--- src/include/rscd_pkg.sv ---
// constants and types for the reset strap capture and decode block
package rscd_pkg;

    // sensed pull state on the two mode-select pins
    localparam logic [1:0] PULL_NONE = 2'h0;
    localparam logic [1:0] PULL_UP_10K = 2'h1;
    localparam logic [1:0] PULL_DOWN = 2'h2;

    // sensed five-level resistor strap codes
    localparam logic [2:0] LVL_PD_200K = 3'h0;
    localparam logic [2:0] LVL_PU_200K = 3'h1;
    localparam logic [2:0] LVL_PD_10K = 3'h2;
    localparam logic [2:0] LVL_PU_10K = 3'h3;
    localparam logic [2:0] LVL_PD_10R = 3'h4;

    // port masks, bit 0 is port 1
    localparam logic [3:0] MASK_NONE = 4'h0;
    localparam logic [3:0] MASK_P1 = 4'h1;
    localparam logic [3:0] MASK_P12 = 4'h3;
    localparam logic [3:0] MASK_P123 = 4'h7;
    localparam logic [3:0] MASK_ALL = 4'hf;

    // synchroniser and settle timing
    localparam int SYNC_W = 21;
    localparam logic [1:0] SETTLE_LAST = 2'h2;

    // rom signature check
    localparam logic [7:0] ROM_READ_CMD = 8'h03;
    localparam logic [23:0] ROM_SIG_ADDR = 24'h00fffa;
    localparam logic [31:0] ROM_SIG_WORD = 32'h32444655;
    localparam logic [5:0] ROM_LAST_BIT = 6'h3f;
    localparam int ROM_HALF_CYC = 4;

    // boot stage reported to the rest of the hub
    localparam logic [1:0] STAGE_STRAP = 2'h0;
    localparam logic [1:0] STAGE_ROM_CHECK = 2'h1;
    localparam logic [1:0] STAGE_OTP_CFG = 2'h2;
    localparam logic [1:0] STAGE_HOST_CFG = 2'h3;

    typedef enum logic [2:0] {
        RSCD_ST_SETTLE,
        RSCD_ST_LATCH,
        RSCD_ST_SIG,
        RSCD_ST_OTP,
        RSCD_ST_HOST
    } rscd_state_t;

endpackage

--- src/hw/rscd_sync.sv ---
// two-flop synchroniser for pin and strap inputs
`timescale 1ns/1ps
module rscd_sync #(
    parameter int WIDTH = 1
) (
    // clock and reset
    input wire logic clock_i,
    input wire logic resetn_i,
    // data
    input wire logic [WIDTH-1:0] async_i,
    output logic [WIDTH-1:0] sync_o
);

    logic [WIDTH-1:0] meta_q;

    always_ff @(posedge clock_i or negedge resetn_i) begin
        if (!resetn_i) begin
            meta_q <= '0;
            sync_o <= '0;
        end else begin
            meta_q <= async_i;
            sync_o <= meta_q;
        end
    end

endmodule // rscd_sync

--- src/hw/rscd_top.sv ---
// strap capture, mode select, pin mux and strap decode at reset release
// Functional notes
// - latch disable straps when reset releases, fixed and charging straps in host mode only
// - both pins pulled up selects host bus
// - no pulls on both pins selects rom
// - rom used only with valid signature
// - shared pins follow the selected mode
// - disable strap one means off, zero on
// - port off only when both straps high
// - usb2 port off also disables superspeed
// - fixed port strap decodes to port masks
// - charging strap decodes to port masks
// - host bus to host stage, else rom check stage then otp
`timescale 1ns/1ps
module rscd_top #(
    parameter int HALF_CYC = rscd_pkg::ROM_HALF_CYC
) (
    // clock and reset
    input wire logic clock_i,
    input wire logic resetn_i,
    // sensed straps
    input wire logic [1:0] data_pull_i,
    input wire logic [1:0] clock_pull_i,
    input wire logic [2:0] fixed_port_count_strap_i,
    input wire logic [2:0] charging_ports_strap_i,
    input wire logic [3:0] port_plus_line_off_strap_i,
    input wire logic [3:0] port_minus_line_off_strap_i,
    // shared pins
    input wire logic rom_serial_in_pin_i,
    output logic rom_select_pin_o,
    output logic rom_select_pin_oen_o,
    input wire logic host_cfg_data_pin_i,
    output logic host_cfg_data_pin_o,
    output logic host_cfg_data_pin_oen_o,
    input wire logic host_cfg_clock_pin_i,
    output logic host_cfg_clock_pin_o,
    output logic host_cfg_clock_pin_oen_o,
    // host bus slave side
    input wire logic host_data_low_i,
    input wire logic host_clock_low_i,
    output logic host_data_o,
    output logic host_clock_o,
    // decoded results
    output logic strap_done_o,
    output logic host_mode_o,
    output logic rom_enable_o,
    output logic [1:0] stage_o,
    output logic [3:0] plus_off_o,
    output logic [3:0] minus_off_o,
    output logic [3:0] port_off_o,
    output logic [3:0] ss_port_off_o,
    output logic [3:0] fixed_ports_o,
    output logic [3:0] charge_ports_o
);

    typedef struct packed {
        rscd_pkg::rscd_state_t st;
        logic [1:0] settle;
        logic [7:0] half;
        logic [5:0] bits;
        logic [63:0] shreg;
        logic miso_cap;
        logic sclk;
        logic done;
        logic host;
        logic rom_en;
        logic [1:0] stage;
        logic [3:0] plus_off;
        logic [3:0] minus_off;
        logic [3:0] port_off;
        logic [3:0] ss_off;
        logic [3:0] fixed;
        logic [3:0] charge;
        logic cs_o;
        logic cs_oen;
        logic dat_o;
        logic dat_oen;
        logic clk_o;
        logic clk_oen;
        logic hdat;
        logic hclk;
    } rscd_regs_t;

    rscd_regs_t q;
    rscd_regs_t d;
    logic [rscd_pkg::SYNC_W-1:0] sync_s;
    logic miso_s;
    logic dat_s;
    logic clk_s;
    logic [1:0] dpull_s;
    logic [1:0] cpull_s;
    logic [2:0] fixed_s;
    logic [2:0] charge_s;
    logic [3:0] plus_s;
    logic [3:0] minus_s;
    logic sel_host;

    // level code to low-ports-first mask
    function automatic logic [3:0] lvl_to_mask(input logic [2:0] code);
        if (code == rscd_pkg::LVL_PU_200K) begin
            lvl_to_mask = rscd_pkg::MASK_P1;
        end else if (code == rscd_pkg::LVL_PD_10K) begin
            lvl_to_mask = rscd_pkg::MASK_P12;
        end else if (code == rscd_pkg::LVL_PU_10K) begin
            lvl_to_mask = rscd_pkg::MASK_P123;
        end else if (code == rscd_pkg::LVL_PD_10R) begin
            lvl_to_mask = rscd_pkg::MASK_ALL;
        end else begin
            lvl_to_mask = rscd_pkg::MASK_NONE;
        end
    endfunction

    rscd_sync #(
        .WIDTH(rscd_pkg::SYNC_W)
    ) u_sync (
        .clock_i(clock_i),
        .resetn_i(resetn_i),
        .async_i({rom_serial_in_pin_i, host_cfg_data_pin_i, host_cfg_clock_pin_i,
                  data_pull_i, clock_pull_i, fixed_port_count_strap_i,
                  charging_ports_strap_i, port_plus_line_off_strap_i,
                  port_minus_line_off_strap_i}),
        .sync_o(sync_s)
    );

    assign {miso_s, dat_s, clk_s, dpull_s, cpull_s, fixed_s, charge_s, plus_s, minus_s} = sync_s;
    assign sel_host = (dpull_s == rscd_pkg::PULL_UP_10K) &&
                      (cpull_s == rscd_pkg::PULL_UP_10K);

    always_comb begin
        d = q;
        case (q.st)
            rscd_pkg::RSCD_ST_SETTLE: begin
                // let the synchronisers fill after release
                if (q.settle == rscd_pkg::SETTLE_LAST) begin
                    d.st = rscd_pkg::RSCD_ST_LATCH;
                end else begin
                    d.settle = q.settle + 2'h1;
                end
            end
            rscd_pkg::RSCD_ST_LATCH: begin
                d.done = 1'b1;
                d.plus_off = plus_s;
                d.minus_off = minus_s;
                d.port_off = plus_s & minus_s;
                d.ss_off = plus_s & minus_s;
                d.host = sel_host;
                if (sel_host) begin
                    // straps on pins 41/40 only exist in host mode
                    d.fixed = lvl_to_mask(fixed_s);
                    d.charge = lvl_to_mask(charge_s);
                    d.st = rscd_pkg::RSCD_ST_HOST;
                    d.stage = rscd_pkg::STAGE_HOST_CFG;
                end else begin
                    d.st = rscd_pkg::RSCD_ST_SIG;
                    d.stage = rscd_pkg::STAGE_ROM_CHECK;
                    d.shreg = {rscd_pkg::ROM_READ_CMD, rscd_pkg::ROM_SIG_ADDR, 32'h0000_0000};
                    d.cs_o = 1'b0;
                    d.cs_oen = 1'b0;
                    d.dat_o = rscd_pkg::ROM_READ_CMD[7];
                    d.dat_oen = 1'b0;
                    d.clk_o = 1'b0;
                    d.clk_oen = 1'b0;
                    d.half = 8'h00;
                    d.bits = 6'h00;
                    d.sclk = 1'b0;
                end
            end
            rscd_pkg::RSCD_ST_SIG: begin
                // mode 0 read of the signature word
                if (q.half == 8'(HALF_CYC - 1)) begin
                    d.half = 8'h00;
                    d.sclk = ~q.sclk;
                    d.clk_o = ~q.sclk;
                    if (!q.sclk) begin
                        d.miso_cap = miso_s;
                    end else begin
                        d.shreg = {q.shreg[62:0], q.miso_cap};
                        d.dat_o = q.shreg[62];
                        d.bits = q.bits + 6'h01;
                        if (q.bits == rscd_pkg::ROM_LAST_BIT) begin
                            d.rom_en = ({q.shreg[30:0], q.miso_cap} ==
                                        rscd_pkg::ROM_SIG_WORD);
                            d.cs_o = 1'b1;
                            d.dat_o = 1'b0;
                            d.st = rscd_pkg::RSCD_ST_OTP;
                            d.stage = rscd_pkg::STAGE_OTP_CFG;
                        end
                    end
                end else begin
                    d.half = q.half + 8'h01;
                end
            end
            rscd_pkg::RSCD_ST_HOST: begin
                // open-drain host bus on pins 39/38
                d.dat_o = 1'b0;
                d.dat_oen = ~host_data_low_i;
                d.clk_o = 1'b0;
                d.clk_oen = ~host_clock_low_i;
                d.hdat = dat_s;
                d.hclk = clk_s;
            end
            default: begin
                // results held until the next reset
                d = q;
            end
        endcase
    end

    always_ff @(posedge clock_i or negedge resetn_i) begin
        if (!resetn_i) begin
            q <= '0;
            q.st <= rscd_pkg::RSCD_ST_SETTLE;
            q.stage <= rscd_pkg::STAGE_STRAP;
            q.cs_o <= 1'b1;
            q.cs_oen <= 1'b1;
            q.dat_oen <= 1'b1;
            q.clk_oen <= 1'b1;
        end else begin
            q <= d;
        end
    end

    assign rom_select_pin_o = q.cs_o;
    assign rom_select_pin_oen_o = q.cs_oen;
    assign host_cfg_data_pin_o = q.dat_o;
    assign host_cfg_data_pin_oen_o = q.dat_oen;
    assign host_cfg_clock_pin_o = q.clk_o;
    assign host_cfg_clock_pin_oen_o = q.clk_oen;
    assign host_data_o = q.hdat;
    assign host_clock_o = q.hclk;
    assign strap_done_o = q.done;
    assign host_mode_o = q.host;
    assign rom_enable_o = q.rom_en;
    assign stage_o = q.stage;
    assign plus_off_o = q.plus_off;
    assign minus_off_o = q.minus_off;
    assign port_off_o = q.port_off;
    assign ss_port_off_o = q.ss_off;
    assign fixed_ports_o = q.fixed;
    assign charge_ports_o = q.charge;

    // checks
    localparam int SIG_MAX = 600;
endmodule // rscd_top

--- config.mk ---
export PLATFORM = sky130hd
export DESIGN_NAME = rscd_top
export DESIGN_NICKNAME = d
export VERILOG_FILES = /design/src/include/rscd_pkg.sv /design/src/hw/rscd_sync.sv /design/src/hw/rscd_top.sv
export SDC_FILE = /design/constraint.sdc
export NUM_CORES = 1
export LEC_CHECK = 0
export ABC_AREA = 1
export BUFFER_PORTS_ARGS = -buffer_cell sky130_fd_sc_hd__buf_2
export CORE_MARGIN = 2
export CORE_UTILIZATION = 55
export CTS_CLUSTER_SIZE = 40
export DETAILED_ROUTE_END_ITERATION = 7
export HOLD_SLACK_MARGIN = 0.06
export PLACE_DENSITY = 0.8
export SLEW_MARGIN = 20
export SYNTH_ARGS = -nofsm -noshare
export SYNTH_HDL_FRONTEND = slang
export SYNTH_SLANG_ARGS = --single-unit
export TNS_END_PERCENT = 50
--- constraint.sdc ---
create_clock -name clock_i -period 4.3 [get_ports clock_i]
set_input_delay 0.43 -clock clock_i [delete_from_list [all_inputs] [get_ports clock_i]]
set_output_delay 0.43 -clock clock_i [all_outputs]
set_load 0.1 [all_outputs]
==> impl_metrics.ini <==
[power_and_ir_drop]
power_mw = 5.32
max_vdd_drop_uv = 503
cellLeakagePower_nw = 3.79
power-per-cell-area_mw_per_mm2 = 743

[die]
die-area_mm2 = 0.0125
effective_utilization_at_floorplan = 0.563
core_mm2 = 0.0114
floorplan.die.width_um = 112
design.portCount = 62
placement_rows = 39
die_h_um = 112

[setup_path]
setup.worst_path.end_class = flip-flop
critical-path-slowest-cell = sky130_fd_sc_hd__nor2_2
path_max_fanout = 21
setup.worst_path.start_class = flip-flop
rrSetupSlack_ns = 1.86
cp_data_required_time_ns = 4.58
critical_path.cell_chain = inv_2 > nand3_1 > nor2_2 > inv_2 > a21oi_1 > a21oi_1
arrival_time_at_the_worst_endpoint_ns = 2.72
timing.critical_path.slowest_cell_delay_ns = 0.60
critPathKind = flip-flop to flip-flop

[synthesis]
count_of_cell_types_in_the_netlist = 32
yosys.area_share.xor_xnor = 0.00684
synthAdderAreaFrac = 0.00586
synth_compound_area_frac = 0.0307
postSynthCellCount = 687
synth_mux_area_frac = 0.00352
synthSimpleGateAreaFrac = 0.258
mappedNetlistArea_mm2 = 0.00641
synth.yosys.seq_area_share = 0.622
synth-seq-cells = 159
syn_warnings = 0
synth_fp_nets = 715
post_synth.cell_area_avg_um2 = 9.32
largest_family_of_logic_cells_by_synthesized_area = simple AND/OR/NAND/NOR gates

[timing]
final_max_slew_viol_count = 0
final_min_period_over_clock_period = 0.567
fin_worst_skew_ns = 0.00823
finalSetupTns_ns = 0
worst_slack_ns = 1.86
final.min_clock_period_ns = 2.44
timing.final.setup_violations = 0
max_freq_mhz = 410
final_hold_viol_count = 0
tightest_slew_ns = 0.922
unrepaired_setup_endpoints_after_global_routing = no
slew_headroom = 0.384

[layout]
num-fill-cells = 882
multi_input_area_mm2 = 0.00196
syn_to_final_growth_pct = 11.9
regArea_mm2 = 0.00398
layout-drive-gt1-share = 0.164
num_antenna_cells = 0
final_cell_count_no_fill = 881
layout.cell_area.non_filler_mm2 = 0.00717
layout.nets = 753

[cts]
max-clock-path-buffers = 2
cts_root_buf = sky130_fd_sc_hd__clkbuf_16
clock_latency_ns = 0.42
numClockSinks = 159
htree_levels = 4
cts-buffers-inserted = 17
cts_tree = done
holdBufCountCts = 0
cts.clk_slew.worst_paths_ns = 0.07
number_of_gates_given_a_new_drive_strength_after_cts = 0
post_cts_buffers = 0

[placement]
gp_congestion = 0.843
placed_area_mm2 = 0.00658
placed_cells_incl_taps = 849
preCtsSetupSlack_ns = 1.69
placement.io_buffers = 61
detailedPlacementHpwl_um = 7390

[global_routing]
grt-ovfl-total = 0
first_global_vias = 4413
grt.total_usage = 0.202
wire_length_of_the_first_global_routing_pass_um = 20100
antenna_violations_before_repair = 0
pin_count_of_the_biggest_net_entering_global_routing = 89

[drt]
ant_nets = 0
total_via_count_after_detailed_routing = 4496
remaining_drc_errors = 0
dr.pass1.iters = 5
wl_um = 11700
detailedRoute.firstIterationViolations = 348
wire_per_inst_um = 13.3
detail_route.vias_per_cell = 5.10

[job]
max_cap_violations = 0

[min_path]
holdCritPathClass = input port to asynchronous set/reset pin

[run_status]
status = completed
-- worst max-delay path, delay by kind of cell, from the launching register on --
family                 cells  cell delay (ns)
AND/OR/NAND/NOR            2             1.15
flip-flops                 1             0.43
AO/OA/AOI/OAI              2             0.43
buffers and inverters      2             0.29
-- per-stage QoR --
step           hold slack (ns)   util
2_1_floorplan            0.134      -
3_3_place_gp             0.332  0.579
3_5_place_dp             0.335  0.579
4_1_cts                 0.0838  0.630
5_1_grt                 0.0860  0.630
6_report                0.0472  0.630
-- cell usage after synthesis --
master / instances / area, µm²
sky130_fd_sc_hd__a21oi_1: 5 / 25.0
sky130_fd_sc_hd__a31oi_1: 3 / 18.8
sky130_fd_sc_hd__buf_6: 8 / 90.1
sky130_fd_sc_hd__dfrtp_1: 155 / 3880
sky130_fd_sc_hd__ha_1: 3 / 37.5
sky130_fd_sc_hd__nand2_1: 319 / 1200
sky130_fd_sc_hd__clkbuf_1: 2 / 7.51
sky130_fd_sc_hd__mux2_2: 2 / 22.5
sky130_fd_sc_hd__nor3_4: 1 / 16.3
sky130_fd_sc_hd__o22ai_1: 1 / 6.26
sky130_fd_sc_hd__o21ai_0: 26 / 130
sky130_fd_sc_hd__nand2_4: 2 / 22.5
sky130_fd_sc_hd__dfstp_2: 4 / 105
sky130_fd_sc_hd__nand2_2: 3 / 18.8
sky130_fd_sc_hd__o21ai_2: 1 / 8.76
sky130_fd_sc_hd__a21boi_0: 1 / 7.51
sky130_fd_sc_hd__buf_4: 27 / 203
sky130_fd_sc_hd__or2_2: 2 / 12.5
sky130_fd_sc_hd__nor2_4: 1 / 11.3
sky130_fd_sc_hd__nor2_1: 35 / 131
sky130_fd_sc_hd__nand4_1: 4 / 25.0
sky130_fd_sc_hd__inv_2: 5 / 18.8
sky130_fd_sc_hd__nand3b_1: 7 / 52.6
sky130_fd_sc_hd__buf_2: 8 / 40.0
sky130_fd_sc_hd__nor3_1: 2 / 10.0
sky130_fd_sc_hd__xor2_1: 5 / 43.8
sky130_fd_sc_hd__nor3_2: 1 / 10.0
sky130_fd_sc_hd__inv_1: 29 / 109
sky130_fd_sc_hd__nor2_8: 1 / 20.0
sky130_fd_sc_hd__nor2_2: 1 / 6.26
sky130_fd_sc_hd__nand3_1: 22 / 110
sky130_fd_sc_hd__nand3_2: 1 / 10.0
-- worst paths after layout --
check	start	endpoint	cells after the start
hold reg to reg	u_sync.meta_q[7]	u_sync.sync_o[7]	0
setup / recovery	q[121]	fixed_ports_o[0]	6
max in group asynchronous	resetn_i	rom_select_pin_o	2
hold / removal	resetn_i	u_sync.meta_q[1]	1
setup reg to reg	q[121]	fixed_ports_o[0]	6
min in group clock_i	charging_ports_strap_i[2]	u_sync.meta_q[10]	1
-- final cells by class --
class,instances,share of cell area
flip-flops and latches,159,0.556
multi-input cells,449,0.273
clock buffers,19,0.0632
repair buffers,64,0.0466
well taps,143,0.0250
clock inverters,13,0.0183
inverters,34,0.0178
-- power by group --
| part | internal [mW] | switching [mW] |
|---|---|---|
| sequential | 1.75 | 0.139 |
| combinational | 0.340 | 1.63 |
| clock | 0.808 | 0.654 |
| total | 2.90 | 2.42 |
-- sequential cells by signal, summed over array words and instances, names as in the netlist --
signal,cells
host_mode_o,1
minus_off_o,4
host_clock_o,1
strap_done_o,1
host_cfg_data_pin_oen_o,1
host_cfg_clock_pin_o,1
u_sync.sync_o,21
plus_off_o,4
rom_select_pin_oen_o,1
q,84
u_sync.meta_q,21
rom_select_pin_o,1
charge_ports_o,4
host_cfg_data_pin_o,1
host_data_o,1
ss_port_off_o,4
stage_o,2
rom_enable_o,1
host_cfg_clock_pin_oen_o,1
fixed_ports_o,4
-- cells in the final DEF, fill, tap and decap left out --
master	count
sky130_fd_sc_hd__nand2_4	3
sky130_fd_sc_hd__nand4_1	4
sky130_fd_sc_hd__inv_1	29
sky130_fd_sc_hd__buf_2	60
sky130_fd_sc_hd__nor3_4	1
sky130_fd_sc_hd__or2_2	2
sky130_fd_sc_hd__nand3_2	1
sky130_fd_sc_hd__a21boi_0	1
sky130_fd_sc_hd__o21ai_2	1
sky130_fd_sc_hd__dfstp_2	4
sky130_fd_sc_hd__a31oi_1	3
sky130_fd_sc_hd__o22ai_1	1
sky130_fd_sc_hd__inv_8	7
sky130_fd_sc_hd__nor2_4	1
sky130_fd_sc_hd__nand3b_1	7
sky130_fd_sc_hd__dfrtp_1	155
sky130_fd_sc_hd__mux2_2	2
sky130_fd_sc_hd__clkbuf_16	17
sky130_fd_sc_hd__buf_4	3
sky130_fd_sc_hd__inv_6	6
sky130_fd_sc_hd__nand3_1	22
sky130_fd_sc_hd__nand2_2	2
sky130_fd_sc_hd__xor2_1	5
sky130_fd_sc_hd__nor2_2	1
sky130_fd_sc_hd__nor2_8	1
sky130_fd_sc_hd__inv_2	5
sky130_fd_sc_hd__nor2_1	35
sky130_fd_sc_hd__nor3_2	1
sky130_fd_sc_hd__nor3_1	2
sky130_fd_sc_hd__buf_6	1
sky130_fd_sc_hd__o21ai_0	26
sky130_fd_sc_hd__ha_1	3
sky130_fd_sc_hd__a21oi_1	5
sky130_fd_sc_hd__clkbuf_8	2
sky130_fd_sc_hd__nand2_1	319
-- metal layers --
| layer | GRT usage | routed length, µm | up-vias |
|---|---|---|---|
| met5 | 0 | 0 | - |
| met4 | 0.0856 | 185 | 0 |
| met3 | 0.0528 | 509 | 19 |
| met2 | 0.325 | 5910 | 128 |
| met1 | 0.262 | 5090 | 2175 |
| li1 | - | - | 2174 |
-- cell families after synthesis --
kind of cell | count (synthesis)
adder cells (fa/ha/maj) | 3
AO/OA/AOI/OAI | 37
flip-flops | 159
AND/OR/NAND/NOR | 402
buffers and inverters | 79
XOR/XNOR | 5
multiplexers | 2
Note: power is estimated with default switching activity, not from simulation.
